File: config.mk
export PLATFORM = sky130hd
export DESIGN_NAME = ups_power_save
export DESIGN_NICKNAME = d
export VERILOG_FILES = /design/src/logic/ups_pkg.sv /design/src/logic/ups_timer_if.sv /design/src/logic/ups_cycle_timer.sv /design/src/logic/ups_power_save.sv
export SDC_FILE = /design/constraint.sdc
export NUM_CORES = 1
export LEC_CHECK = 0
export BUFFER_PORTS_ARGS = -buffer_cell sky130_fd_sc_hd__buf_2
export CAP_MARGIN = 0
export CELL_PAD_IN_SITES_DETAIL_PLACEMENT = 2
export CELL_PAD_IN_SITES_GLOBAL_PLACEMENT = 2
export CORE_UTILIZATION = 40
export DETAILED_ROUTE_END_ITERATION = 12
export GPL_TIMING_DRIVEN = 0
export PLACE_DENSITY = 0.85
export SYNTH_ARGS = -nofsm -noshare
export SYNTH_HDL_FRONTEND = slang
export SYNTH_SLANG_ARGS = --single-unit
File: constraint.sdc
create_clock -name core_clk -period 12.2 [get_ports core_clk]
set_input_delay 1.83 -clock core_clk [delete_from_list [all_inputs] [get_ports core_clk]]
set_output_delay 1.83 -clock core_clk [all_outputs]
set_load 0.01 [all_outputs]
File: src/logic/ups_pkg.sv
// Constants, types and helpers for the serial port power-save controller
//
// Behaviour
// - Selecting setting 1 disables the port at once, ignoring the inactivity timeout.
// - Setting 1 holds the port on until 40..65000 frames of inactivity (default 2000).
// - Each received character while active restarts the inactivity timer.
// - Pending outgoing data enables the port and blocks idle.
// - Setting 1 on 2G: enable at paging, then off until first paging after 2.0 s.
// - Setting 1 on 3G: enabled about 20 ms, then disabled 2.5 s, repeating.
// - Setting 1 unregistered: about 20 ms enabled, 2.5 s disabled, repeating.
// - With flow control on, clear-to-send low while enabled, high while disabled.
// - Setting 2 is accepted only with hardware flow control off.
// - Setting 2: request-to-send OFF disables the port unless data is pending.
// - Setting 2: request-to-send rising enables the port; active after about 20 ms.
// - Setting 2: request-to-send ON keeps the port enabled and blocks idle.
// - Setting 3 allowed with any flow control; with flow control on, clear-to-send follows port enable.
// - Setting 3: terminal-ready OFF disables the port unless data is pending.
// - Setting 3: terminal-ready rising enables the port; active after 20 ms.
// - Setting 3: terminal-ready ON keeps the port enabled and blocks idle.
// - Rising received data while disabled wakes within 20 ms; first character discarded.
// - Wake on received data is armed only in setting 1 with flow control off.
// - Setting 2 with RTS OFF or setting 3 with DTR OFF discards input.
// - A connected, unsuspended USB link forces active mode; port follows the setting.
// - Setting 0 after reset: port enabled, never idle, clear-to-send held ON.
package ups_pkg;

   // ******************************
   // Register bus
   // ******************************
   localparam int ADDR_W = 8;
   localparam int DATA_W = 32;
   localparam logic [ADDR_W-1:0] REG_CTRL = 8'h00;
   localparam logic [ADDR_W-1:0] REG_TIMEOUT = 8'h04;
   localparam logic [ADDR_W-1:0] REG_STATUS = 8'h08;
   localparam int CTRL_SET_LSB = 0;
   localparam int CTRL_FLOW_BIT = 2;
   localparam int STAT_PORT_BIT = 0;
   localparam int STAT_ACTIVE_BIT = 1;
   localparam int STAT_REJECT_BIT = 2;
   localparam int STAT_WAKE_BIT = 3;
   localparam int STAT_STATE_LSB = 4;

   // ******************************
   // Settings and network codes
   // ******************************
   localparam logic [1:0] PS_ALWAYS = 2'h0;
   localparam logic [1:0] PS_CYCLIC = 2'h1;
   localparam logic [1:0] PS_RTS = 2'h2;
   localparam logic [1:0] PS_DTR = 2'h3;
   localparam logic [1:0] NET_NONE = 2'h0;
   localparam logic [1:0] NET_2G = 2'h1;
   localparam logic [1:0] NET_3G = 2'h2;

   // ******************************
   // Reset values
   // ******************************
   localparam logic [1:0] RST_SETTING = PS_ALWAYS;
   localparam logic RST_FLOW = 1'b1;
   localparam logic [15:0] TMO_MIN = 16'h0028;
   localparam logic [15:0] TMO_MAX = 16'hFDE8;
   localparam logic [15:0] TMO_DEFAULT = 16'h07D0;

   // ******************************
   // Timing
   // ******************************
   localparam int TMR_W = 32;
   localparam int CLK_HZ = 10000000;
   localparam int WAKE_TIME_MS = 20;
   localparam int SLEEP_2G_MS = 2000;
   localparam int SLEEP_3G_MS = 2500;
   localparam int CYC_PER_MS = CLK_HZ / 1000;
   localparam logic [TMR_W-1:0] WAKE_CYCLES = TMR_W'(WAKE_TIME_MS * CYC_PER_MS);
   localparam logic [TMR_W-1:0] SLEEP_2G_CYCLES =
      TMR_W'(SLEEP_2G_MS * CYC_PER_MS);
   localparam logic [TMR_W-1:0] SLEEP_3G_CYCLES =
      TMR_W'(SLEEP_3G_MS * CYC_PER_MS);

   typedef enum logic [1:0] {ST_DISABLED, ST_WAIT_PAGE, ST_WINDOW}
      ups_state_type;

   // Keeps a programmed timeout inside its legal frame range
   function automatic logic [15:0] clampTimeout(input logic [15:0] v);
      if (v < TMO_MIN) begin
         return TMO_MIN;
      end else if (v > TMO_MAX) begin
         return TMO_MAX;
      end
      return v;
   endfunction : clampTimeout

endpackage : ups_pkg

File: src/logic/ups_timer_if.sv
// Load and status signals of one cycle down-counter
interface ups_timer_if;
   logic load;
   logic [ups_pkg::TMR_W-1:0] loadValue;
   logic busy;
   logic done;
   modport owner(output load, output loadValue, input busy, input done);
   modport timer(input load, input loadValue, output busy, output done);
endinterface : ups_timer_if

File: src/logic/ups_cycle_timer.sv
// Loadable down-counter with busy level and done pulse
module ups_cycle_timer (
   // Clock and reset
   input wire logic core_clk,
   input wire logic rst,
   // Control
   ups_timer_if.timer tmr
);
   import ups_pkg::*;

   logic [TMR_W-1:0] count_ff;
   logic [TMR_W-1:0] nxt_count;
   logic done_ff;
   logic nxt_done;

   always_comb begin
      nxt_count = count_ff;
      nxt_done = 1'b0;
      if (tmr.load) begin
         nxt_count = tmr.loadValue;
      end else if (count_ff != '0) begin
         nxt_count = count_ff - TMR_W'(1);
         nxt_done = (count_ff == TMR_W'(1));
      end
   end

   always_ff @(posedge core_clk or posedge rst) begin
      if (rst) begin
         count_ff <= '0;
         done_ff <= 1'b0;
      end else begin
         count_ff <= nxt_count;
         done_ff <= nxt_done;
      end
   end

   assign tmr.busy = (count_ff != '0);
   assign tmr.done = done_ff;

endmodule : ups_cycle_timer

File: src/logic/ups_power_save.sv
// Serial port enable and idle control for the four power-save settings
//
// Our own choices: the strobed register port and the address map.
module ups_power_save #(
   parameter logic [ups_pkg::TMR_W-1:0] WAKE_CYC = ups_pkg::WAKE_CYCLES,
   parameter logic [ups_pkg::TMR_W-1:0] SLEEP_2G_CYC = ups_pkg::SLEEP_2G_CYCLES,
   parameter logic [ups_pkg::TMR_W-1:0] SLEEP_3G_CYC = ups_pkg::SLEEP_3G_CYCLES
) (
   // Clock and reset
   input wire logic core_clk,
   input wire logic rst,
   // Register port
   input wire logic [ups_pkg::ADDR_W-1:0] regAddr,
   input wire logic [ups_pkg::DATA_W-1:0] regWdata,
   input wire logic regWrite,
   input wire logic regRead,
   output logic [ups_pkg::DATA_W-1:0] regRdata,
   // Radio and system events
   input wire logic frameTick,
   input wire logic pagingStrobe,
   input wire logic [1:0] netState,
   input wire logic usbActive,
   // Serial core
   input wire logic txPending,
   input wire logic rxCharStrobe,
   output logic portEnable,
   output logic rxDiscard,
   output logic activeMode,
   // Serial pins
   input wire logic rxdPin,
   input wire logic rtsPin_n,
   input wire logic dtrPin_n,
   output logic ctsPin_n
);
   import ups_pkg::*;

   // ******************************
   // Timers
   // ******************************
   ups_timer_if wakeTmr();
   ups_timer_if sleepTmr();

   ups_cycle_timer u_wake (
      .core_clk(core_clk),
      .rst(rst),
      .tmr(wakeTmr.timer)
   );

   ups_cycle_timer u_sleep (
      .core_clk(core_clk),
      .rst(rst),
      .tmr(sleepTmr.timer)
   );

   // ******************************
   // Pin synchronisers
   // ******************************
   logic [2:0] pinMeta_ff;
   logic [2:0] pinSync_ff;
   logic [2:0] pinPrev_ff;
   logic [2:0] nxt_pinMeta;
   logic [2:0] nxt_pinSync;
   logic [2:0] nxt_pinPrev;

   always_comb begin
      nxt_pinMeta = {rxdPin, rtsPin_n, dtrPin_n};
      nxt_pinSync = pinMeta_ff;
      nxt_pinPrev = pinSync_ff;
   end

   always_ff @(posedge core_clk or posedge rst) begin
      if (rst) begin
         pinMeta_ff <= 3'h7;
         pinSync_ff <= 3'h7;
         pinPrev_ff <= 3'h7;
      end else begin
         pinMeta_ff <= nxt_pinMeta;
         pinSync_ff <= nxt_pinSync;
         pinPrev_ff <= nxt_pinPrev;
      end
   end

   logic rtsOn;
   logic dtrOn;
   logic rtsRise;
   logic dtrRise;
   logic rxdRise;
   assign rtsOn = ~pinSync_ff[1];
   assign dtrOn = ~pinSync_ff[0];
   assign rtsRise = rtsOn & pinPrev_ff[1];
   assign dtrRise = dtrOn & pinPrev_ff[0];
   assign rxdRise = pinSync_ff[2] & ~pinPrev_ff[2];

   // ******************************
   // Configuration registers
   // ******************************
   logic [1:0] setting_ff;
   logic [1:0] nxt_setting;
   logic hwFlow_ff;
   logic nxt_hwFlow;
   logic [15:0] timeout_ff;
   logic [15:0] nxt_timeout;
   logic reject_ff;
   logic nxt_reject;
   logic cfgAccept;
   logic [1:0] wrSetting;
   logic wrFlow;

   assign wrSetting = regWdata[CTRL_SET_LSB +: 2];
   assign wrFlow = regWdata[CTRL_FLOW_BIT];

   always_comb begin
      nxt_setting = setting_ff;
      nxt_hwFlow = hwFlow_ff;
      nxt_timeout = timeout_ff;
      nxt_reject = reject_ff;
      cfgAccept = 1'b0;
      if (regWrite && regAddr == REG_STATUS && regWdata[STAT_REJECT_BIT]) begin
         nxt_reject = 1'b0;
      end
      if (regWrite && regAddr == REG_CTRL) begin
         if (wrSetting == PS_RTS && wrFlow) begin
            nxt_reject = 1'b1;
         end else begin
            cfgAccept = 1'b1;
            nxt_setting = wrSetting;
            nxt_hwFlow = wrFlow;
         end
      end
      if (regWrite && regAddr == REG_TIMEOUT) begin
         nxt_timeout = clampTimeout(regWdata[15:0]);
      end
   end

   always_ff @(posedge core_clk or posedge rst) begin
      if (rst) begin
         setting_ff <= RST_SETTING;
         hwFlow_ff <= RST_FLOW;
         timeout_ff <= TMO_DEFAULT;
         reject_ff <= 1'b0;
      end else begin
         setting_ff <= nxt_setting;
         hwFlow_ff <= nxt_hwFlow;
         timeout_ff <= nxt_timeout;
         reject_ff <= nxt_reject;
      end
   end

   // ******************************
   // Cyclic enable sequencer
   // ******************************
   ups_state_type state_ff;
   ups_state_type nxt_state;
   logic [15:0] inact_ff;
   logic [15:0] nxt_inact;
   logic dataWake_ff;
   logic nxt_dataWake;
   logic isCyclic;
   logic wakeArmed;
   logic [TMR_W-1:0] sleepLen;

   assign isCyclic = (setting_ff == PS_CYCLIC);
   assign wakeArmed = isCyclic & ~hwFlow_ff;
   assign sleepLen = (netState == NET_2G) ? SLEEP_2G_CYC : SLEEP_3G_CYC;

   always_comb begin
      nxt_state = state_ff;
      nxt_inact = inact_ff;
      nxt_dataWake = dataWake_ff & wakeTmr.busy;
      wakeTmr.load = 1'b0;
      wakeTmr.loadValue = WAKE_CYC;
      sleepTmr.load = 1'b0;
      sleepTmr.loadValue = sleepLen;
      if (state_ff == ST_WINDOW && frameTick && inact_ff != 16'h0000) begin
         nxt_inact = inact_ff - 16'h0001;
      end
      if (cfgAccept) begin
         nxt_state = ST_DISABLED;
         nxt_inact = 16'h0000;
         nxt_dataWake = 1'b0;
         sleepTmr.load = (nxt_setting == PS_CYCLIC);
      end else if (isCyclic) begin
         case (state_ff)
            ST_DISABLED: begin
               if (wakeArmed && rxdRise) begin
                  nxt_state = ST_WINDOW;
                  nxt_inact = timeout_ff;
                  nxt_dataWake = 1'b1;
                  wakeTmr.load = 1'b1;
               end else if (sleepTmr.done) begin
                  if (netState == NET_2G) begin
                     nxt_state = ST_WAIT_PAGE;
                  end else begin
                     nxt_state = ST_WINDOW;
                     wakeTmr.load = 1'b1;
                  end
               end
            end
            ST_WAIT_PAGE: begin
               if (wakeArmed && rxdRise) begin
                  nxt_state = ST_WINDOW;
                  nxt_inact = timeout_ff;
                  nxt_dataWake = 1'b1;
                  wakeTmr.load = 1'b1;
               end else if (pagingStrobe || netState != NET_2G) begin
                  nxt_state = ST_WINDOW;
                  wakeTmr.load = 1'b1;
               end
            end
            ST_WINDOW: begin
               if (rxCharStrobe && !dataWake_ff) begin
                  nxt_inact = timeout_ff;
               end else if (!wakeTmr.busy && inact_ff == 16'h0000 &&
                            !txPending) begin
                  nxt_state = ST_DISABLED;
                  sleepTmr.load = 1'b1;
               end
            end
            default: begin
               nxt_state = ST_DISABLED;
            end
         endcase
      end else if (setting_ff == PS_RTS && rtsRise) begin
         wakeTmr.load = 1'b1;
      end else if (setting_ff == PS_DTR && dtrRise) begin
         wakeTmr.load = 1'b1;
      end
   end

   always_ff @(posedge core_clk or posedge rst) begin
      if (rst) begin
         state_ff <= ST_DISABLED;
         inact_ff <= 16'h0000;
         dataWake_ff <= 1'b0;
      end else begin
         state_ff <= nxt_state;
         inact_ff <= nxt_inact;
         dataWake_ff <= nxt_dataWake;
      end
   end

   // ******************************
   // Port, idle and handshake outputs
   // ******************************
   logic portOn;
   logic portEnable_ff;
   logic nxt_portEnable;
   logic active_ff;
   logic nxt_active;
   logic cts_n_ff;
   logic nxt_cts_n;
   logic discard_ff;
   logic nxt_discard;

   always_comb begin
      case (setting_ff)
         PS_ALWAYS: portOn = 1'b1;
         PS_CYCLIC: portOn = (state_ff == ST_WINDOW);
         PS_RTS: portOn = rtsOn;
         PS_DTR: portOn = dtrOn;
         default: portOn = 1'b1;
      endcase
      portOn = portOn | txPending;
      nxt_portEnable = portOn;
      if (setting_ff == PS_ALWAYS || usbActive || txPending) begin
         nxt_active = 1'b1;
      end else if ((wakeTmr.busy || wakeTmr.load) && !active_ff) begin
         nxt_active = 1'b0;
      end else begin
         nxt_active = portOn;
      end
      if (hwFlow_ff && setting_ff != PS_ALWAYS) begin
         nxt_cts_n = ~portOn;
      end else begin
         nxt_cts_n = 1'b0;
      end
      nxt_discard = ((setting_ff == PS_RTS) && !rtsOn) ||
                    ((setting_ff == PS_DTR) && !dtrOn) ||
                    (isCyclic && nxt_dataWake) ||
                    (isCyclic && state_ff != ST_WINDOW);
   end

   always_ff @(posedge core_clk or posedge rst) begin
      if (rst) begin
         portEnable_ff <= 1'b1;
         active_ff <= 1'b1;
         cts_n_ff <= 1'b0;
         discard_ff <= 1'b0;
      end else begin
         portEnable_ff <= nxt_portEnable;
         active_ff <= nxt_active;
         cts_n_ff <= nxt_cts_n;
         discard_ff <= nxt_discard;
      end
   end

   assign portEnable = portEnable_ff;
   assign activeMode = active_ff;
   assign ctsPin_n = cts_n_ff;
   assign rxDiscard = discard_ff;

   // ******************************
   // Register read
   // ******************************
   logic [DATA_W-1:0] rdata_ff;
   logic [DATA_W-1:0] nxt_rdata;

   always_comb begin
      nxt_rdata = '0;
      if (regRead) begin
         case (regAddr)
            REG_CTRL: begin
               nxt_rdata[CTRL_SET_LSB +: 2] = setting_ff;
               nxt_rdata[CTRL_FLOW_BIT] = hwFlow_ff;
            end
            REG_TIMEOUT: nxt_rdata[15:0] = timeout_ff;
            REG_STATUS: begin
               nxt_rdata[STAT_PORT_BIT] = portEnable_ff;
               nxt_rdata[STAT_ACTIVE_BIT] = active_ff;
               nxt_rdata[STAT_REJECT_BIT] = reject_ff;
               nxt_rdata[STAT_WAKE_BIT] = dataWake_ff;
               nxt_rdata[STAT_STATE_LSB +: 2] = state_ff;
            end
            default: nxt_rdata = '0;
         endcase
      end
   end

   always_ff @(posedge core_clk or posedge rst) begin
      if (rst) begin
         rdata_ff <= '0;
      end else begin
         rdata_ff <= nxt_rdata;
      end
   end

   assign regRdata = rdata_ff;

   // ******************************
   // Checks
   // ******************************
   chk_cyclic_off_now: assert property (
      @(posedge core_clk) disable iff (rst)
      (cfgAccept && nxt_setting == PS_CYCLIC) ##1 (!txPending && isCyclic)
      |=> !portEnable_ff)
      else $error("port not disabled after selecting setting 1");

   chk_timeout_range: assert property (
      @(posedge core_clk) disable iff (rst)
      timeout_ff >= TMO_MIN && timeout_ff <= TMO_MAX)
      else $error("inactivity timeout out of range");

   chk_rx_restart: assert property (
      @(posedge core_clk) disable iff (rst)
      (isCyclic && state_ff == ST_WINDOW && rxCharStrobe && !dataWake_ff &&
       !cfgAccept) |=> inact_ff == $past(timeout_ff))
      else $error("received character did not restart inactivity");

   chk_tx_keeps_on: assert property (
      @(posedge core_clk) disable iff (rst)
      txPending |=> portEnable_ff && active_ff)
      else $error("pending transmit did not enable port");

   chk_page_opens: assert property (
      @(posedge core_clk) disable iff (rst)
      (isCyclic && state_ff == ST_WAIT_PAGE && pagingStrobe && !cfgAccept)
      |=> state_ff == ST_WINDOW ##1 portEnable_ff)
      else $error("paging strobe did not open the port");

   chk_cts_follow: assert property (
      @(posedge core_clk) disable iff (rst)
      (hwFlow_ff && setting_ff != PS_ALWAYS && !cfgAccept)
      |=> ctsPin_n == !portEnable_ff)
      else $error("clear-to-send does not follow port enable");

   chk_no_rts_flow: assert property (
      @(posedge core_clk) disable iff (rst)
      !(setting_ff == PS_RTS && hwFlow_ff))
      else $error("setting 2 with flow control accepted");

   chk_rts_off: assert property (
      @(posedge core_clk) disable iff (rst)
      (setting_ff == PS_RTS && !rtsOn && !txPending && !cfgAccept)
      |=> !portEnable_ff && rxDiscard)
      else $error("port enabled with request-to-send off");

   chk_dtr_holds: assert property (
      @(posedge core_clk) disable iff (rst)
      (setting_ff == PS_DTR && dtrOn && !cfgAccept) |=> portEnable_ff)
      else $error("port disabled with terminal-ready on");

   chk_dtr_wake: assert property (
      @(posedge core_clk) disable iff (rst)
      (setting_ff == PS_DTR && dtrRise && !active_ff && !usbActive &&
       !txPending && !cfgAccept) |=> !active_ff)
      else $error("active before wake time elapsed");

   chk_usb_active: assert property (
      @(posedge core_clk) disable iff (rst)
      usbActive |=> active_ff)
      else $error("idle entered with USB link active");

   chk_default_on: assert property (
      @(posedge core_clk) disable iff (rst)
      (setting_ff == PS_ALWAYS && !cfgAccept)
      |=> portEnable_ff && active_ff && !ctsPin_n)
      else $error("setting 0 did not hold port on");

endmodule : ups_power_save

==> results.tsv <==
metric	value	unit
period_share	0.3348	
dieArea	18160	µm²
grt_max_degree	72	
placementRows	48	
postRouteAntennaNets	0	
num-fill-cells	1803	
nNetsFinal	869	
skew	9.912	ps
cts.sinks	133	
wirelength	24500	µm
synth_top_family_by_area	simple AND/OR/NAND/NOR gates	
cap_viol_max_count	0	
synthDistinctLibCells	63	
firstDrtPassIters	4	
min_period	4085	ps
critical_path_buf_inv_count	3	
switching_share	0.3264	
p_int	938.3	µW
drv_slew	0	
gp_congestion	0.8053	
ys_ff_latch	133	
area_delta_synth_final	17.59	%
netlist_area	7049	µm²
cts_root_buffer	clkbuf_16	
max-vdd-ir-drop	0.0001313	V
grt_pass1_wl	40120	µm
initial_utilization	0.4090	
rsz0062_at_grt	no	
fmax	244.8	MHz
pin_count	90	
post_cts_buffers	0	
drt_iter0_drc	373	
multi_input_area	3450	µm²
finalSetupViolCount	0	
cp_common_cell	clkbuf_1	
stdcell_count	1048	
final.setup.tns	0	ps
power_frac_seq	0.428	
die_h	134.8	µm
synth_adder_area_share	0.008875	
grt_antenna_before_repair	0	
hold_path_class	reg2reg	
yosys.area_share.simple	0.2575	
viasPerCell	6.094	
cts_made_buffers	17	
cp-end-kind	flip-flop	
startpoint_type	input pin	
comb_power_share	0.195	
yosys_most_used_dff	dfrtp_1	
switchingPower	454.7	µW
worstPathMaxFanout	10	
worstSkewPairLatency	420	ps
synth_top_area_cell	dfrtp_1	
clk_path_buf_depth	2	
async_reset_ff_frac	1.000	
crit_type	in2reg	
clkPwrFrac	0.376	
muxShareOfSynthArea	0.02307	
vias	6386	
synth_warnings	0	
syn_avg_cell_area	9.791	µm²
power.leakage	0.003408	µW
layout-drive-gt1-share	0.1908	
ys_seq_area_frac	0.4753	
synthTopCellsByArea	dfrtp_1 (41%), dfstp_2 (6.7%), or4_1 (3.8%)	
run_status	completed	
synth-xor-area-share	0.03230	
grt.overflow.total	0	
core	17240	µm²
layout.area.seq	3351	µm²
synth-edff-count	0	
crit_arrival	4380	ps
cts_tree	built	
hold_buffers	0	
finalHoldViolations	0	
worst_pin_slew	976.0	ps
place_inst	1016	
grt_use_total	0.2860	
powerDensity	168.0	nW/µm²
dp_hpwl	16470	µm
ctsResizeCount	0	
h-tree-depth	4	
wl_per_cell	23.38	µm
n_antenna_cell	0	
worstPathCellList	clkbuf_1 > nor3b_1 > and4_1 > clkbuf_1 > or3_1 > o41ai_4 > buf_2 > nor2_1	
route.detailed.drc	0	
cts.clk_slew.worst_paths	60	ps
grt_pass1_vias	7129	
worst_path_dominant_cell_family	buffers and inverters	
synth-compound-area-share	0.1590	
required	12490	ps
yosysTopAreaCellShare	0.4082	
cpPeakStageDelay	580	ps
syn_inst	720	
io_buffers	55	
cp_slowest_cell	o41ai_4	
relSlewSlack	0.3463	
dieWidth	134.8	µm
==> stage by stage <==
step	utilization	hold WS (ps)	total power, µW	setup WS, ps	cell area (µm²)
finish	0.4809	357.0	1393	8115	8289
global route	0.4809	363.3	1452	7927	8289
CTS	0.4809	358.2	1399	8112	8289
detailed placement	0.4464	350.0	858.7	7746	7695
global placement	0.4445	346.7	824.1	5246	7662
floorplan	-	345.2	761.1	6845	7106
==> flip-flops by register name, summed over array words and instances (netlist names) <==
register and cells:
nxt_pinPrev 3, hwFlow_ff 1, ctsPin_n 1, regRdata 16, rxDiscard 1, inact_ff 16
reject_ff 1, activeMode 1, setting_ff 2, nxt_pinSync 3, timeout_ff 16, state_ff 2
dataWake_ff 1, pinPrev_ff 3, u_wake.count_ff 32, u_sleep.tmr.done 1, u_sleep.count_ff 32, portEnable 1
==> cells by family (layout without fill, tap and decap cells) <==
family	after synthesis	count (layout)
simple gates	315	315
compound gates	164	164
flops	133	133
buf+inv	60	148
xor+xnor	26	26
mux	16	16
fa+ha+maj	5	5
other cells	1	16
==> synthesized netlist by cell type, types with 3 or more instances <==
library cell	count
a22o_1	5
nand3_1	27
nor4_1	22
buf_4	18
a211oi_1	20
o31ai_1	24
nor3_1	12
and2_1	11
clkbuf_1	23
nand4b_1	3
a21oi_1	46
o22a_1	4
or4_1	36
xor2_1	13
or2_2	11
xnor2_1	13
inv_1	14
mux2i_1	14
nor2_1	57
o21ai_0	26
a31oi_1	7
o31a_1	4
nand3b_1	4
or4_4	3
nand2b_1	8
a21o_1	3
a22oi_1	3
o41ai_1	7
dfstp_2	18
or3_1	29
buf_2	4
nor2b_1	10
nor3b_1	4
and4_1	3
nor4b_1	5
ha_1	5
nand4_1	11
nand2_1	47
dfrtp_1	115
==> metal layers <==
layer / vias up / GRT usage / part of all wire
met5: - / 0 / 0
met1: 3346 / 0.3580 / 0.44
met2: 145 / 0.4977 / 0.51
met4: 0 / 0.09988 / 0.023
met3: 45 / 0.04730 / 0.030
li1: 2850 / - / -
==> power by group through the flow <==
stage | clock [µW] | sequential [µW] | combinational (µW)
after detailed placement | 0 | 599 | 260
final | 524 | 596 | 272
after global routing | 547 | 606 | 298
after global placement | 0 | 587 | 237
after CTS | 531 | 595 | 273
after floorplan | 0 | 573 | 188
==> path summary, 6_finish.rpt <==
check | to | start | cells after the start | slack, ps
worst min register to register | nxt_pinPrev[2] | nxt_pinSync[2] | 0 | 360
worst min-delay path | nxt_pinPrev[2] | nxt_pinSync[2] | 0 | 360
min in group asynchronous | inact_ff[11] | rst | 2 | 1490
worst max register to register | u_sleep.count_ff[2] | inact_ff[0] | 8 | 8980
max in group asynchronous | state_ff[1] | rst | 3 | 9940
worst max-delay path | u_sleep.count_ff[2] | regAddr[3] | 8 | 8120
==> cells in the final DEF (no fill, tap or decap), types with 4 or more instances in the layout <==
cell type / instances
o21ai_0: 26
nor2b_1: 10
nand3_1: 27
o31a_1: 4
and2_1: 11
dfrtp_1: 115
clkbuf_16: 17
nand3b_1: 4
clkbuf_1: 24
a21oi_1: 46
a31oi_1: 7
xor2_1: 13
o31ai_1: 24
a211oi_1: 20
buf_4: 18
nand4_1: 11
o41ai_1: 7
mux2i_1: 14
nor4b_1: 5
dfstp_2: 18
buf_2: 59
or3_1: 29
conb_1: 16
or2_2: 11
nand2b_1: 8
nor3b_1: 4
nor3_1: 12
nor4_1: 22
inv_1: 13
o22a_1: 4
or4_1: 36
ha_1: 5
a22o_1: 5
nand2_1: 47
nor2_1: 57
xnor2_1: 13
==> cell type report <==
type                       count  share of cell area
timing repair buffer          56             0.03653
inverter                      14            0.006943
clock inverter                11             0.01494
sequential                   133              0.4042
tap                          225             0.03396
clock buffer                  21             0.05675
buffer                        46             0.03049
multi-input combinational    542              0.4162
No activity file was read; power rests on OpenSTA's default activity.
